**config.mk**
```make
export PLATFORM = sky130hd
export DESIGN_NAME = fp_post_compute_exception_unit
export DESIGN_NICKNAME = d
export VERILOG_FILES = /design/src/rtl/fp_post_compute_exception_unit.v
export VERILOG_INCLUDE_DIRS = /design/src /design/src/rtl
export SDC_FILE = /design/constraint.sdc
export NUM_CORES = 1
export LEC_CHECK = 0
export BUFFER_PORTS_ARGS = -buffer_cell sky130_fd_sc_hd__buf_2
export CORE_AREA = 2 2 94 96
export DETAILED_ROUTE_END_ITERATION = 16
export DIE_AREA = 0 0 96 98
export GPL_TIMING_DRIVEN = 0
export PLACE_DENSITY_LB_ADDON = 0.15
export SYNTH_ARGS = -nofsm -noshare
export SYNTH_HDL_FRONTEND = slang
export SYNTH_SLANG_ARGS = --single-unit
```
**constraint.sdc**
```tcl
create_clock -name i_clk_sys -period 4.72 [get_ports i_clk_sys]
set_input_delay 0.236 -clock i_clk_sys [delete_from_list [all_inputs] [get_ports i_clk_sys]]
set_output_delay 0.236 -clock i_clk_sys [all_outputs]
set_load 0.03 [all_outputs]
```
**src/rtl/fpx_defs.vh**
```
`ifndef FPX_DEFS_VH
`define FPX_DEFS_VH

// register byte offsets
`define OFF_CSR         4'h0
`define OFF_IRQ_STATUS  4'h4
`define OFF_IRQ_MASK    4'h8
`define OFF_LAST        4'hc

// control/status register fields
`define CSR_FLAG_LSB    0
`define CSR_MASK_LSB    7
`define CSR_RC_LSB      13
`define CSR_PC_LSB      16
`define CSR_RESET       32'h00001f80
`define CSR_WR_MASK     32'h00037fbf

// flag positions inside the six-bit flag and mask fields
`define FL_INVALID      0
`define FL_DENORM       1
`define FL_ZERODIV      2
`define FL_OVERFLOW     3
`define FL_UNDERFLOW    4
`define FL_PRECISION    5

// interrupt status bits
`define IRQ_HANDLER     0
`define IRQ_OVERFLOW    1
`define IRQ_UNDERFLOW   2
`define IRQ_PRECISION   3
`define IRQ_W           4

// formats
`define FMT_SINGLE      2'h0
`define FMT_DOUBLE      2'h1
`define FMT_EXTENDED    2'h2

// rounding modes
`define RC_NEAREST      2'h0
`define RC_DOWN         2'h1
`define RC_UP           2'h2
`define RC_ZERO         2'h3

// result kinds handed back to the datapath
`define RES_ROUNDED     3'h0
`define RES_INF         3'h1
`define RES_MAX_FINITE  3'h2
`define RES_TINY        3'h3
`define RES_BIASED      3'h4
`define RES_UNCHANGED   3'h5

// unbiased exponent thresholds, 18-bit two's complement
`define EXP_W           18
`define OVF_EXP_SGL     18'h00080
`define OVF_EXP_DBL     18'h00400
`define OVF_EXP_EXT     18'h04000
`define TINY_EXP_SGL    18'h3ff82
`define TINY_EXP_DBL    18'h3fc02
`define TINY_EXP_EXT    18'h3c002

`endif

```
**src/rtl/fp_post_compute_exception_unit.v**
```verilog
`timescale 1ns/1ps
`include "fpx_defs.vh"

// What this block does
// - overflow when rounded magnitude reaches 2^128, 2^1024 or 2^16384 by format
// - masked overflow sets its flag and substitutes a result, no handler
// - substitute is infinity or largest finite, chosen by rounding mode and sign
// - unmasked overflow flags, calls handler; vector and memory unchanged, stack register gets biased result
// - tiny means non-zero and below 2^-126, 2^-1022 or 2^-16382
// - stack tininess uses exponent rounded at precision-control precision
// - masked underflow flags only when tiny and inexact
// - masked tiny result is written as correctly signed small value always
// - unmasked underflow flags every non-zero tiny result
// - unmasked underflow calls handler; vector and memory unchanged, stack register gets biased result
// - inexact alone with precision masked flags and stores rounded result
// - inexact alone with precision unmasked flags, stores, then calls handler
// - inexact with masked overflow/underflow sets both flags, handler if precision unmasked
// - inexact with unmasked overflow/underflow to register sets both, calls handler
// - unmasked overflow/underflow on memory store hides inexact, clears condition bit one
// - flags stay set until software clears them
// - flags at bits 0 to 5, masks at bits 7 to 12
// - post checks run only after pre-computation checks pass
module fp_post_compute_exception_unit (
  input  wire        i_clk_sys,
  input  wire        i_rst_n,
  // datapath side
  input  wire        i_res_valid,
  input  wire        i_pre_abort,
  input  wire [1:0]  i_fmt,
  input  wire        i_env_vector,
  input  wire        i_dst_mem,
  input  wire        i_sign,
  input  wire        i_nonzero,
  input  wire        i_inexact,
  input  wire [17:0] i_exp_dst,
  input  wire [17:0] i_exp_pc,
  // results to datapath and trap dispatch
  output reg         o_out_valid,
  output reg  [2:0]  o_res_kind,
  output reg         o_res_sign,
  output reg         o_dst_write,
  output reg         o_handler_req,
  output reg         o_c1_clear,
  output reg  [1:0]  o_rc,
  output reg  [1:0]  o_pc,
  output reg         o_irq,
  // avalon-mm slave
  input  wire [3:0]  i_avs_address,
  input  wire        i_avs_read,
  input  wire        i_avs_write,
  input  wire [31:0] i_avs_writedata,
  input  wire [3:0]  i_avs_byteenable,
  output reg  [31:0] o_avs_readdata,
  output reg         o_avs_waitrequest
);

  reg  [31:0]           csr_r;
  reg  [31:0]           csr_nxt;
  reg  [`IRQ_W-1:0]     irq_status_r;
  reg  [`IRQ_W-1:0]     irq_status_nxt;
  reg  [`IRQ_W-1:0]     irq_mask_r;
  reg  [`IRQ_W-1:0]     irq_mask_nxt;
  reg  [15:0]           last_r;
  reg  [15:0]           last_nxt;

  wire                  bus_req;
  wire                  bus_go;
  wire                  wr_go;
  wire [31:0]           be_mask;
  wire [5:0]            mask;
  wire [1:0]            rc;
  wire [1:0]            pc;

  wire                  ovf_sgl;
  wire                  ovf_dbl;
  wire                  ovf_ext;
  wire                  tiny_sgl;
  wire                  tiny_dbl;
  wire                  tiny_ext;
  reg                   ovf_hit;
  reg                   tiny_hit;
  wire signed [17:0]    exp_dst;
  wire signed [17:0]    exp_tiny;
  wire                  check;
  wire                  ovf;
  wire                  tiny;
  wire                  ovf_unmasked;
  wire                  unf_unmasked;
  wire                  any_unmasked;
  wire                  set_ovf;
  wire                  set_unf;
  wire                  set_pe;
  wire                  handler;
  wire                  c1_clear;
  reg  [2:0]            kind;
  reg  [2:0]            ovf_kind;
  wire [5:0]            flag_set;
  wire [`IRQ_W-1:0]     irq_event;
  wire [15:0]           last_fields;
  reg                   out_valid_nxt;
  reg  [2:0]            res_kind_nxt;
  reg                   res_sign_nxt;
  reg                   dst_write_nxt;
  reg                   handler_req_nxt;
  reg                   c1_clear_nxt;
  reg                   csr_hit;
  reg                   status_hit;
  reg                   mask_hit;
  reg                   rdata_load;
  reg  [31:0]           rdata_nxt;
  reg                   waitreq_nxt;
  reg                   irq_nxt;

  assign mask = csr_r[`CSR_MASK_LSB +: 6];
  assign rc   = csr_r[`CSR_RC_LSB +: 2];
  assign pc   = csr_r[`CSR_PC_LSB +: 2];

  // ---------------------------------------------------------------- detection
  // every format is judged at once; the format field only picks which verdict counts
  assign ovf_sgl  = (exp_dst >= $signed(`OVF_EXP_SGL));
  assign ovf_dbl  = (exp_dst >= $signed(`OVF_EXP_DBL));
  assign ovf_ext  = (exp_dst >= $signed(`OVF_EXP_EXT));
  assign tiny_sgl = (exp_tiny < $signed(`TINY_EXP_SGL));
  assign tiny_dbl = (exp_tiny < $signed(`TINY_EXP_DBL));
  assign tiny_ext = (exp_tiny < $signed(`TINY_EXP_EXT));

  always @* begin
    case (i_fmt)
      `FMT_SINGLE: begin
        ovf_hit  = ovf_sgl;
        tiny_hit = tiny_sgl;
      end
      `FMT_DOUBLE: begin
        ovf_hit  = ovf_dbl;
        tiny_hit = tiny_dbl;
      end
      default: begin
        ovf_hit  = ovf_ext;
        tiny_hit = tiny_ext;
      end
    endcase
  end

  assign exp_dst  = i_exp_dst;
  // stack results are judged tiny after rounding to the precision-control width
  assign exp_tiny = i_env_vector ? i_exp_dst : i_exp_pc;

  // nothing is judged for a result whose instruction already trapped earlier
  assign check = i_res_valid & ~i_pre_abort;

  assign ovf  = check & i_nonzero & ovf_hit;
  // overflow takes precedence, a value cannot be both
  assign tiny = check & i_nonzero & ~ovf & tiny_hit;

  assign ovf_unmasked = ovf & ~mask[`FL_OVERFLOW];
  assign unf_unmasked = tiny & ~mask[`FL_UNDERFLOW];
  assign any_unmasked = ovf_unmasked | unf_unmasked;

  assign set_ovf = ovf;
  // masked: tiny and inexact; unmasked: any non-zero tiny result
  assign set_unf = tiny & (unf_unmasked | i_inexact);
  // a trapped store to memory keeps the inexact condition silent
  assign set_pe  = check & i_inexact & ~(any_unmasked & i_dst_mem);

  assign handler  = any_unmasked | (set_pe & ~mask[`FL_PRECISION]);
  assign c1_clear = any_unmasked & i_dst_mem;

  // masked overflow: infinity for round-to-nearest, else only when rounding heads toward the result's own infinity
  always @* begin
    ovf_kind = `RES_MAX_FINITE;
    case (rc)
      `RC_NEAREST: ovf_kind = `RES_INF;
      `RC_DOWN: begin
        if (i_sign)
          ovf_kind = `RES_INF;
        else
          ovf_kind = `RES_MAX_FINITE;
      end
      `RC_UP: begin
        if (i_sign)
          ovf_kind = `RES_MAX_FINITE;
        else
          ovf_kind = `RES_INF;
      end
      `RC_ZERO:    ovf_kind = `RES_MAX_FINITE;
      default:     ovf_kind = `RES_INF;
    endcase
  end

  always @* begin
    if (any_unmasked) begin
      // vector ops leave operands untouched; stack register ops get a biased value
      if (i_env_vector | i_dst_mem)
        kind = `RES_UNCHANGED;
      else
        kind = `RES_BIASED;
    end else if (ovf) begin
      kind = ovf_kind;
    end else if (tiny) begin
      kind = `RES_TINY;
    end else begin
      kind = `RES_ROUNDED;
    end
  end

  assign flag_set    = {set_pe, set_unf, set_ovf, 3'b000};
  assign irq_event   = {set_pe, set_unf, set_ovf, handler};
  assign last_fields = {6'h00, c1_clear, handler, tiny, ovf, set_pe, i_sign, 1'b0, kind};

  // datapath outputs are one-cycle pulses; idle cycles show a plain rounded result
  always @* begin
    out_valid_nxt   = 1'b0;
    res_kind_nxt    = `RES_ROUNDED;
    res_sign_nxt    = 1'b0;
    dst_write_nxt   = 1'b0;
    handler_req_nxt = 1'b0;
    c1_clear_nxt    = 1'b0;
    if (check) begin
      out_valid_nxt   = 1'b1;
      res_kind_nxt    = kind;
      res_sign_nxt    = i_sign;
      dst_write_nxt   = (kind != `RES_UNCHANGED);
      handler_req_nxt = handler;
      c1_clear_nxt    = c1_clear;
    end
  end

  always @(posedge i_clk_sys or negedge i_rst_n) begin
    if (!i_rst_n) begin
      o_out_valid   <= 1'b0;
      o_res_kind    <= `RES_ROUNDED;
      o_res_sign    <= 1'b0;
      o_dst_write   <= 1'b0;
      o_handler_req <= 1'b0;
      o_c1_clear    <= 1'b0;
    end else begin
      o_out_valid   <= out_valid_nxt;
      o_res_kind    <= res_kind_nxt;
      o_res_sign    <= res_sign_nxt;
      o_dst_write   <= dst_write_nxt;
      o_handler_req <= handler_req_nxt;
      o_c1_clear    <= c1_clear_nxt;
    end
  end

  // ---------------------------------------------------------------- register bus
  assign bus_req = i_avs_read | i_avs_write;
  // first cycle of a request sees waitrequest high; the answer comes one cycle later
  assign bus_go  = bus_req & o_avs_waitrequest;
  assign wr_go   = i_avs_write & ~o_avs_waitrequest;
  assign be_mask = {{8{i_avs_byteenable[3]}}, {8{i_avs_byteenable[2]}},
                    {8{i_avs_byteenable[1]}}, {8{i_avs_byteenable[0]}}};

  // one address decode serves the write path and the read mux
  always @* begin
    csr_hit    = 1'b0;
    status_hit = 1'b0;
    mask_hit   = 1'b0;
    case (i_avs_address)
      `OFF_CSR:        csr_hit    = 1'b1;
      `OFF_IRQ_STATUS: status_hit = 1'b1;
      `OFF_IRQ_MASK:   mask_hit   = 1'b1;
      default:         csr_hit    = 1'b0;
    endcase
  end

  always @* begin
    csr_nxt = csr_r;
    if (wr_go & csr_hit)
      csr_nxt = (csr_r & ~(be_mask & `CSR_WR_MASK)) |
                (i_avs_writedata & be_mask & `CSR_WR_MASK);
    // hardware sets land after the software write so a same-cycle event is kept
    csr_nxt[`CSR_FLAG_LSB +: 6] = csr_nxt[`CSR_FLAG_LSB +: 6] | flag_set;
  end

  always @* begin
    irq_status_nxt = irq_status_r;
    if (wr_go & status_hit & i_avs_byteenable[0])
      irq_status_nxt = irq_status_r & ~i_avs_writedata[`IRQ_W-1:0];
    // set after clear, so an event in the clearing cycle survives
    if (check)
      irq_status_nxt = irq_status_nxt | irq_event;
  end

  always @* begin
    irq_mask_nxt = irq_mask_r;
    if (wr_go & mask_hit & i_avs_byteenable[0])
      irq_mask_nxt = i_avs_writedata[`IRQ_W-1:0];
  end

  always @* begin
    last_nxt = last_r;
    if (check)
      last_nxt = last_fields;
  end

  // read data is loaded on the wait cycle and then holds until the next read
  always @* begin
    waitreq_nxt = ~bus_go;
    irq_nxt     = |(irq_status_nxt & irq_mask_nxt);
    rdata_load  = bus_go & i_avs_read;
    rdata_nxt   = o_avs_readdata;
    if (rdata_load) begin
      if (csr_hit)
        rdata_nxt = csr_r;
      else if (status_hit)
        rdata_nxt = {28'h0000000, irq_status_r};
      else if (mask_hit)
        rdata_nxt = {28'h0000000, irq_mask_r};
      else if (i_avs_address == `OFF_LAST)
        rdata_nxt = {16'h0000, last_r};
      else
        rdata_nxt = 32'h00000000;
    end
  end

  always @(posedge i_clk_sys or negedge i_rst_n) begin
    if (!i_rst_n) begin
      csr_r        <= `CSR_RESET;
      irq_status_r <= {`IRQ_W{1'b0}};
      irq_mask_r   <= {`IRQ_W{1'b0}};
      last_r       <= 16'h0000;
    end else begin
      csr_r        <= csr_nxt;
      irq_status_r <= irq_status_nxt;
      irq_mask_r   <= irq_mask_nxt;
      last_r       <= last_nxt;
    end
  end

  always @(posedge i_clk_sys or negedge i_rst_n) begin
    if (!i_rst_n) begin
      o_avs_waitrequest <= 1'b1;
      o_avs_readdata    <= 32'h00000000;
      o_irq             <= 1'b0;
      o_rc              <= `RC_NEAREST;
      o_pc              <= 2'h0;
    end else begin
      o_avs_waitrequest <= waitreq_nxt;
      o_avs_readdata    <= rdata_nxt;
      o_irq             <= irq_nxt;
      o_rc              <= csr_nxt[`CSR_RC_LSB +: 2];
      o_pc              <= csr_nxt[`CSR_PC_LSB +: 2];
    end
  end

endmodule

```
==> flow_results.org, run 1 <==
** Status
- The run finished, with violations left.
- Violations in the final reports :: hold timing

** Timing
- Worst hold margin :: -0.02574 ns
- Setup repair after global routing left no endpoint under its margin.
- Counting I/O delays and the setup requirement, the final critical path takes 1.860 ns.
- Number of max-slew violations in the final report :: 0
- Tightest Pin Transition :: 0.7831 ns
- Total negative setup slack :: 0 ns
- The final hold violation count was 26.
- Max Fclk :: 537.8 MHz
- Dividing the final minimum period by the clock period gives 39.40%.
- Between clock sinks in the finished design, the worst skew comes to 0.01117 ns.
- Measured against its own limit, the worst slew margin works out to 47.31%.
- Count of endpoints failing setup in the final report :: 0

** Synthesis
- Mean area per synthesized cell :: 11.24 um^2
- In this run the biggest area consumer among cell types represents 46.63% of the synthesized area.
- Synthesis-stage register bit count :: 60
- Netlist area before placement :: 2844 um^2
- Unique masters post-synth :: 50
- Library cell with the highest instance count after synthesis :: dfrtp_1
- Counting flops with a built-in enable in the synthesized netlist gives 0.
- Top cells by area, synth :: dfrtp_1 (47%), mux2_2 (7.5%), dfstp_2 (6.5%)
- Area leader, netlist :: dfrtp_1
- Of all flip-flops after synthesis, the portion carrying an async set or reset was 100.0%.
- Number of instances in the synthesized netlist :: 253
- Sorting the synthesized cells by how often they occur yields dfrtp_1 (53), nand2_1 (47), buf_4 (19), mux2_2 (19), nand3_1 (9).
- Of the synthesized area, sequential elements account for 53.10%.
- Among all flip-flop cells after synthesis, the most frequent one is dfrtp_1.
- Yosys warning total :: 0

** Die
- The die covers 9408 um^2.
- Area of the placeable core :: 8466 um^2
- The floorplan step set the die width to 96 um.
- Num ports :: 135
- Initial standard-cell utilization of the core :: 33.59%
- # rows :: 34
- Height of the die :: 98 um

** Worst setup path
- Type of the worst setup path :: in -> reg
- Setup crit end :: o_rc[0]
- The setup check on the worst reg-to-reg path leaves a slack of 2.89 ns.
- In this run the critical register-to-register path is captured at o_irq.
- In this run the worst path has a maximum fanout of 9.
- CP Cell Sequence :: clkbuf_1, nor4_1, and3b_1, nand2_1, mux2_2
- In this design, the stage delay of the slowest critical-path cell is 0.70 ns.
- Critical Path Slowest Stage Cell :: nor4_1
- Worst endpoint required time :: 4.93 ns
- Capturing element type of the critical path :: flop
- Arrival time of data at the critical path endpoint :: 2.07 ns
- The critical path starts at i_avs_address[3].
- Worst flop-to-flop path startpoint :: o_avs_waitrequest
- The worst setup path is launched from an input pin.
- Counting cells, the worst reg-to-reg path comes to 5.

** Layout
- From synthesis to final layout, the design area changed by 30.00%.
- Diodes inserted :: 0
- Of the cells placed in the final design, the portion with a size suffix greater than 1 is 44.88%.
- At the end of the flow, the number of nets in the layout was 465.

** Placement
- Routability congestion estimate :: 0.7679
- Buffers placed on the I/O ports in this run total 98.
- Post-DP HPWL :: 5098 um

** Route
- In the routed layout, each cell is associated on average with a via count of 4.646.
- Vias after detailed routing :: 2,272
- The detailed router used layers up to and including met4.
- Wires add up to 6768 um.
- Dividing the detail-routed wire length by the instance count gives 13.84 um.
- Pre-Repair DR Iteration Count :: 4
- Routed length on met3 :: 473 um
- In this run, the number of DRC markers left after iteration 0 of detailed routing was 69.
- Summed over all nets, wire length on met2 after detailed routing comes to 3131 um.
- For this run, design rule violations remaining after detail routing come to 0.
- The detail route stage leaves a number of antenna-violating nets equal to 0.
- For this block, wires on met1 add up to 3114 um.

** CTS
- Clock edge transition at the registers on the reported setup and hold paths :: 0.07 ns
- Hold-fix buffers at CTS :: 0
- The later pin in the worst-skew pair is clocked with a latency of 0.33 ns.
- The tree is rooted in a clkbuf_8.
- H-tree levels :: 3
- Clock tree from TritonCTS :: yes
- The clock net in this run drives a total of 60 sinks.
- Buffer levels on the longest clock path :: 2
- Quantity of gates resized following cts :: 0
- In this run, CTS created clock tree buffers numbering 9.
- Setup Fix Bufs, Post-CTS :: 0

** Power
- Summed over all cells, the static leakage comes to 1.947 nW.
- Worst IR Drop VDD :: 0.1491 mV
- Pwr Density :: 336.0 nW/um^2

** Global route
- Largest net degree at the start of global routing :: 61
- Via count of the first global-routing pass :: 2,230
- The first global-routing pass estimated 11,030 um of wire.
- The number of antenna violations at the first check in global routing came to 0.
- The total overflow left after global routing is 0.
- Aggregate global-route resource usage :: 15.33%

** Hold path
- The tightest min-delay check is of the in -> async type.

** Flow run
- Number of maximum-capacitance constraint violations :: 0
critical path: cells and delay by family:
family                 cells  cell delay [ns]
buffers and inverters      1             0.20
muxes                      1             0.36
and+or+nand+nor            3             1.26
how the worst min path moves through the flow:
stage / start / end / slack, ns / cells past startpoint
global placement: i_avs_read / o_avs_waitrequest / 0.41 / 2
finish: i_rst_n / o_avs_readdata[16] / -0.03 / 1
global route: i_rst_n / o_avs_readdata[16] / 0.03 / 1
CTS: i_avs_read / o_avs_waitrequest / 0.09 / 2
detailed placement: i_avs_read / o_avs_waitrequest / 0.43 / 2
floorplan: i_rst_n / async pin / -0.06 / 0
metal layers:
| metal | vias to the layer above | GRT usage [%] |
|---|---|---|
| met3 | 4 | 4.012 |
| li1 | 1129 | - |
| met4 | 0 | 5.275 |
| met5 | - | 0 |
| met1 | 1049 | 21.98 |
| met2 | 90 | 22.38 |
through the flow:
stage / setup slack (ns) / instance area (um^2) / power [W] / cells / util, %
2_1_floorplan: 2.965 / 2897 / 0.0007554 / 267 / -
3_3_place_gp: 2.506 / 3522 / 0.0008422 / 473 / 41.61
3_5_place_dp: 2.476 / 3522 / 0.0008458 / 473 / 41.61
4_1_cts: 2.819 / 3695 / 0.001257 / 489 / 43.64
5_1_grt: 2.622 / 3697 / 0.001311 / 489 / 43.67
6_report: 2.860 / 3697 / 0.001242 / 489 / 43.67
final cells by class:
type,count,area [um^2]
multi-input cells,177,1194
plain buffers,28,185.2
clock buffers,14,162.7
fillers,885,4768
well taps,108,135.1
flip-flops and latches,60,1510
clock inverters,2,10.01
inverters,2,7.507
repair buffers,98,493.0
cell usage in the layout (no fill, tap or decap), types with 5 or more instances in the layout:
master	Yosys	routed
clkbuf_8	0	11
dfrtp_1	53	53
mux2_2	19	19
nand3_1	9	9
a21o_1	5	5
dfstp_2	7	7
nor2_1	6	6
clkbuf_1	7	10
a32oi_1	5	5
a22o_1	5	5
buf_4	19	20
nand2_1	47	47
conb_1	1	15
a21oi_1	5	5
buf_2	1	98
mux2i_1	5	5
power breakdown:
group          switching [W]  internal (W)
clock network       0.000191      0.000218
logic               0.000134     0.0000976
registers          0.0000303      0.000571
cell families (layout without fill, tap and decap cells):
group                  Yosys count  in the layout  share of synthesized area [%]
AND/OR/NAND/NOR                 94             94                          16.89
flip-flops                      60             60                          53.10
AO/OA/AOI/OAI                   41             41                          11.44
buffers and inverters           30            144                          6.775
multiplexers                    27             27                          11.66
other                            1             15                         0.1319
No activity file was read; power rests on OpenSTA's default activity.
==> run 2: changes to the inputs <==
clock period = 1.6 ns   (was 4.72 ns; I/O delays follow)
==> run 2 against run 1 <==
The run ends with setup timing left. Worst hold slack improved by 0.031 ns. Critical path depth grew 1. Register-to-register slack lost 3.0 ns. Final cell count grew 3.9%. First-iteration DRC count grew 10%. Routed wire length increased by 3.8%. Design area rose by 7.6%. Worst setup slack lost 3.0 ns. Non-clock buffer count rose by 18. Clock-buffer cell count decreased by 2. Utilization increased by 3.3 points. Critical path type is now reg -> reg. Critical endpoint is now o_irq. Largest power group unchanged.
==> flow_results.org, run 2 (synthesized netlist as in run 1, its figures left out) <==
** Timing
- Final setup margin :: -0.1501 ns (-3.011 ns)
- The setup clock skew after layout is 0.008054 ns (-0.003119 ns).
- Post-route fraction of the period consumed by the critical path :: 109.4%
- Setup repair after global routing missed its margin :: yes
- Max-slew headroom :: 50.32% (+3.0 points)
- The setup-violating endpoint count in the final report was 2 (+2).
- Clock period minus worst slack :: 1.750 ns
- The slew of the pin with the lowest slew margin was 0.7451 ns (-0.03799 ns).
- Number of max-slew violations in the final report :: 0 (unchanged)
- The final hold violation count was 0 (-100%).
- The total negative slack was -0.2223 ns (-0.2223 ns).
- Max Fclk :: 571.4 MHz

** Status
- The checks that failed: setup timing.
- The run finished, with violations left.

** Power
- Pwr Density :: 1013 nW/um^2 (+200%)
- Worst IR Drop VDD :: 0.3462 mV (+130%)
- The power after layout is 0.004029 W (+220%).
- The standby leakage power was 2.069 nW (+6.3%).

** CTS
- The number of buffers on the longest clock path was 2 (unchanged).
- Insertion delay to the later sink of the worst-skew pair :: 0.34 ns (about the same)
- The H-tree depth is 3 (unchanged).
- Root Buffer Master :: clkbuf_8
- The clock sink total was 60 (unchanged).
- Clock edge transition at the registers on the reported setup and hold paths :: 0.07 ns (about the same)
- Clock buffers created by TritonCTS :: 9 (unchanged)
- TritonCTS built the clock tree.

** Worst setup path
- Arrival time of data at the critical path endpoint :: 1.95 ns (-0.12 ns)
- In this run the critical register-to-register path is captured at o_irq.
- Capturing element type of the critical path :: flop
- Max incr delay on CP :: 0.53 ns (-0.17 ns)
- The worst register-to-register path begins at o_avs_waitrequest.
- The slowest stage of the critical path belongs to the cell dfstp_2.
- Launching element type of the critical path :: flop
- Reg-to-reg slack, setup :: -0.15 ns (-3.04 ns)
- Crit Path Max Fanout :: 3 (-6)
- The kind of cell with the highest combined delay along the critical path is flip-flops.
- The critical path data required time came to 1.80 ns (-3.13 ns).
- CP Cell Sequence :: and3b_2, nand4b_1, buf_4, mux2_4, o31ai_4, o211ai_1
- Number of buffer and inverter stages on the critical path :: 1 (unchanged)
- Type of the worst setup path :: reg -> reg
- The worst reg2reg path depth was 6 (+1).

** Layout
- The net count reported at finish came to 484 (+4.1%).
- Leaving out fill and tap cells, the most frequent cell in the layout is buf_2.
- Commonest cells after routing, fill and taps aside :: buf_2 (98), dfrtp_1 (53), nand2_1 (46)
- The post-layout utilization of the core is 46.98% (+3.3 points).
- The fraction of final layout cells sized beyond drive strength 1 came to 46.00% (+1.1 points).
- Diodes inserted :: 0 (unchanged)
- Area grow syn2layout :: 39.86%

** Hold path
- Critical hold path startpoint :: i_sign
- Tightest Hold Check Type :: in -> reg
- Min-Delay Endpoint :: o_res_sign
- Counting instances, the worst hold path has a depth of 2.

** Die
- Num ports :: 135 (unchanged)
- Initial standard-cell utilization of the core :: 33.59% (unchanged)
- The die span in x is 96 um (unchanged).
- The die height is 98 um (unchanged).
- # rows :: 34 (unchanged)
- Die Outline Area :: 9408 um^2 (unchanged)
- The placeable core region came to 8466 um^2 (unchanged).

** Route
- Metal1 wirelength :: 3163 um (+1.6%)
- The wire length on met2 is 3272 um (+4.5%).
- Post-DR vias/cell :: 4.722 (+1.6%)
- Drt initial violations :: 76 (+10%)
- The final wirelength is 7024 um (+3.8%).
- Vias after detailed routing :: 2,399 (+5.6%)
- The remaining antenna violation count after routing came to 0 (unchanged).
- The number of remaining DRC errors was 0 (unchanged).
- The sum of met3 wire segment lengths after detailed routing is 494 um (+4.4%).
- The average routed wire per standard cell came to 13.83 um (about the same).
- Highest signal layer in the routed design :: met4
- The first-pass detailed-route iteration total is 4 (unchanged).

** Global route
- Number of antenna violations at the first check in global routing :: 0 (unchanged)
- Via count of the first global-routing pass :: 2,464 (+10%)
- The total congestion overflow was 0 (unchanged).
- The first-pass GRT wire length was 11,480 um (+4.1%).
- The maximum number of pins on one net before global-route repair was 61 (unchanged).
- The overall global routing resource usage came to 15.78% (+0.45 points).

** Placement
- Routability congestion estimate :: 0.7950 (+3.5%)
- Post-DP HPWL :: 5169 um (+1.4%)
- Count of buffers inserted at the top-level ports :: 98 (unchanged)

** Flow run
- The max capacitance violation total was 0 (unchanged).
run 2: changes by cell type in the layout (fill, tap and decap cells not counted), moves of 2 or more:
cell / delta
buf_4: +4
bufinv_16: +2
mux2_2: -3
dlygate4sd3_1: +15
mux2_4: +3
clkbuf_1: -3
run 2: worst register-to-register path, delay by kind of cell, from the launching register on:
kind	cells	cell delay [ns]
compound gates	2	0.19
simple gates	2	0.41
flops	1	0.53
buf+inv	1	0.17
mux	1	0.31
run 2: routing by layer:
layer,vias to the layer above,track usage (%)
met2,84,25.16
met4,0,5.275
met5,-,0
li1,1167,-
met1,1136,20.60
met3,12,4.321
run 2: worst max path at each step:
stage	from	end	slack, ns	cells after the start
final	o_avs_waitrequest	o_irq	-0.15	6
after global routing	o_avs_waitrequest	o_irq	-0.22	6
after CTS	o_avs_waitrequest	o_irq	-0.15	6
after detailed placement	i_avs_address[3]	flop	-0.46	5
after global placement	i_avs_address[3]	flop	-0.46	5
after floorplan	o_avs_waitrequest	o_irq	-0.13	5
run 2: through the flow:
step / hold slack, ns / std cells / setup slack, ns / instance area (um^2)
detailed placement: 0.2740 / 473 / -0.4622 / 3526
CTS: 0.001201 / 506 / -0.1456 / 3931
global route: 0.007656 / 508 / -0.2197 / 3978
global placement: 0.2568 / 473 / -0.4569 / 3526
floorplan: -0.2156 / 267 / -0.1308 / 2900
finish: 0.005532 / 508 / -0.1501 / 3978
run 2: power by group:
| part | total (W) | internal [W] | switching [W] |
|---|---|---|---|
| logic | 0.000758 | 0.000340 | 0.000417 |
| registers | 0.00178 | 0.00169 | 0.0000922 |
| clock network | 0.00149 | 0.000918 | 0.000577 |
run 2: final cells by class:
class,instances,area (um^2)
plain buffers,27,182.7
clock buffers,12,145.1
clock inverters,4,72.57
fillers,838,4488
inverters,2,7.507
multi-input cells,178,1251
flip-flops and latches,60,1510
well taps,108,135.1
repair buffers,117,673.1
run 2: what timing repair did:
item,4_1_cts,5_1_grt
setup endpoints to repair,11,16
setup buffers,3,1
gates resized for setup,7,4
hold endpoints to repair,13,53
hold buffers,14,1
pin swaps,1,2
cloned,0,1
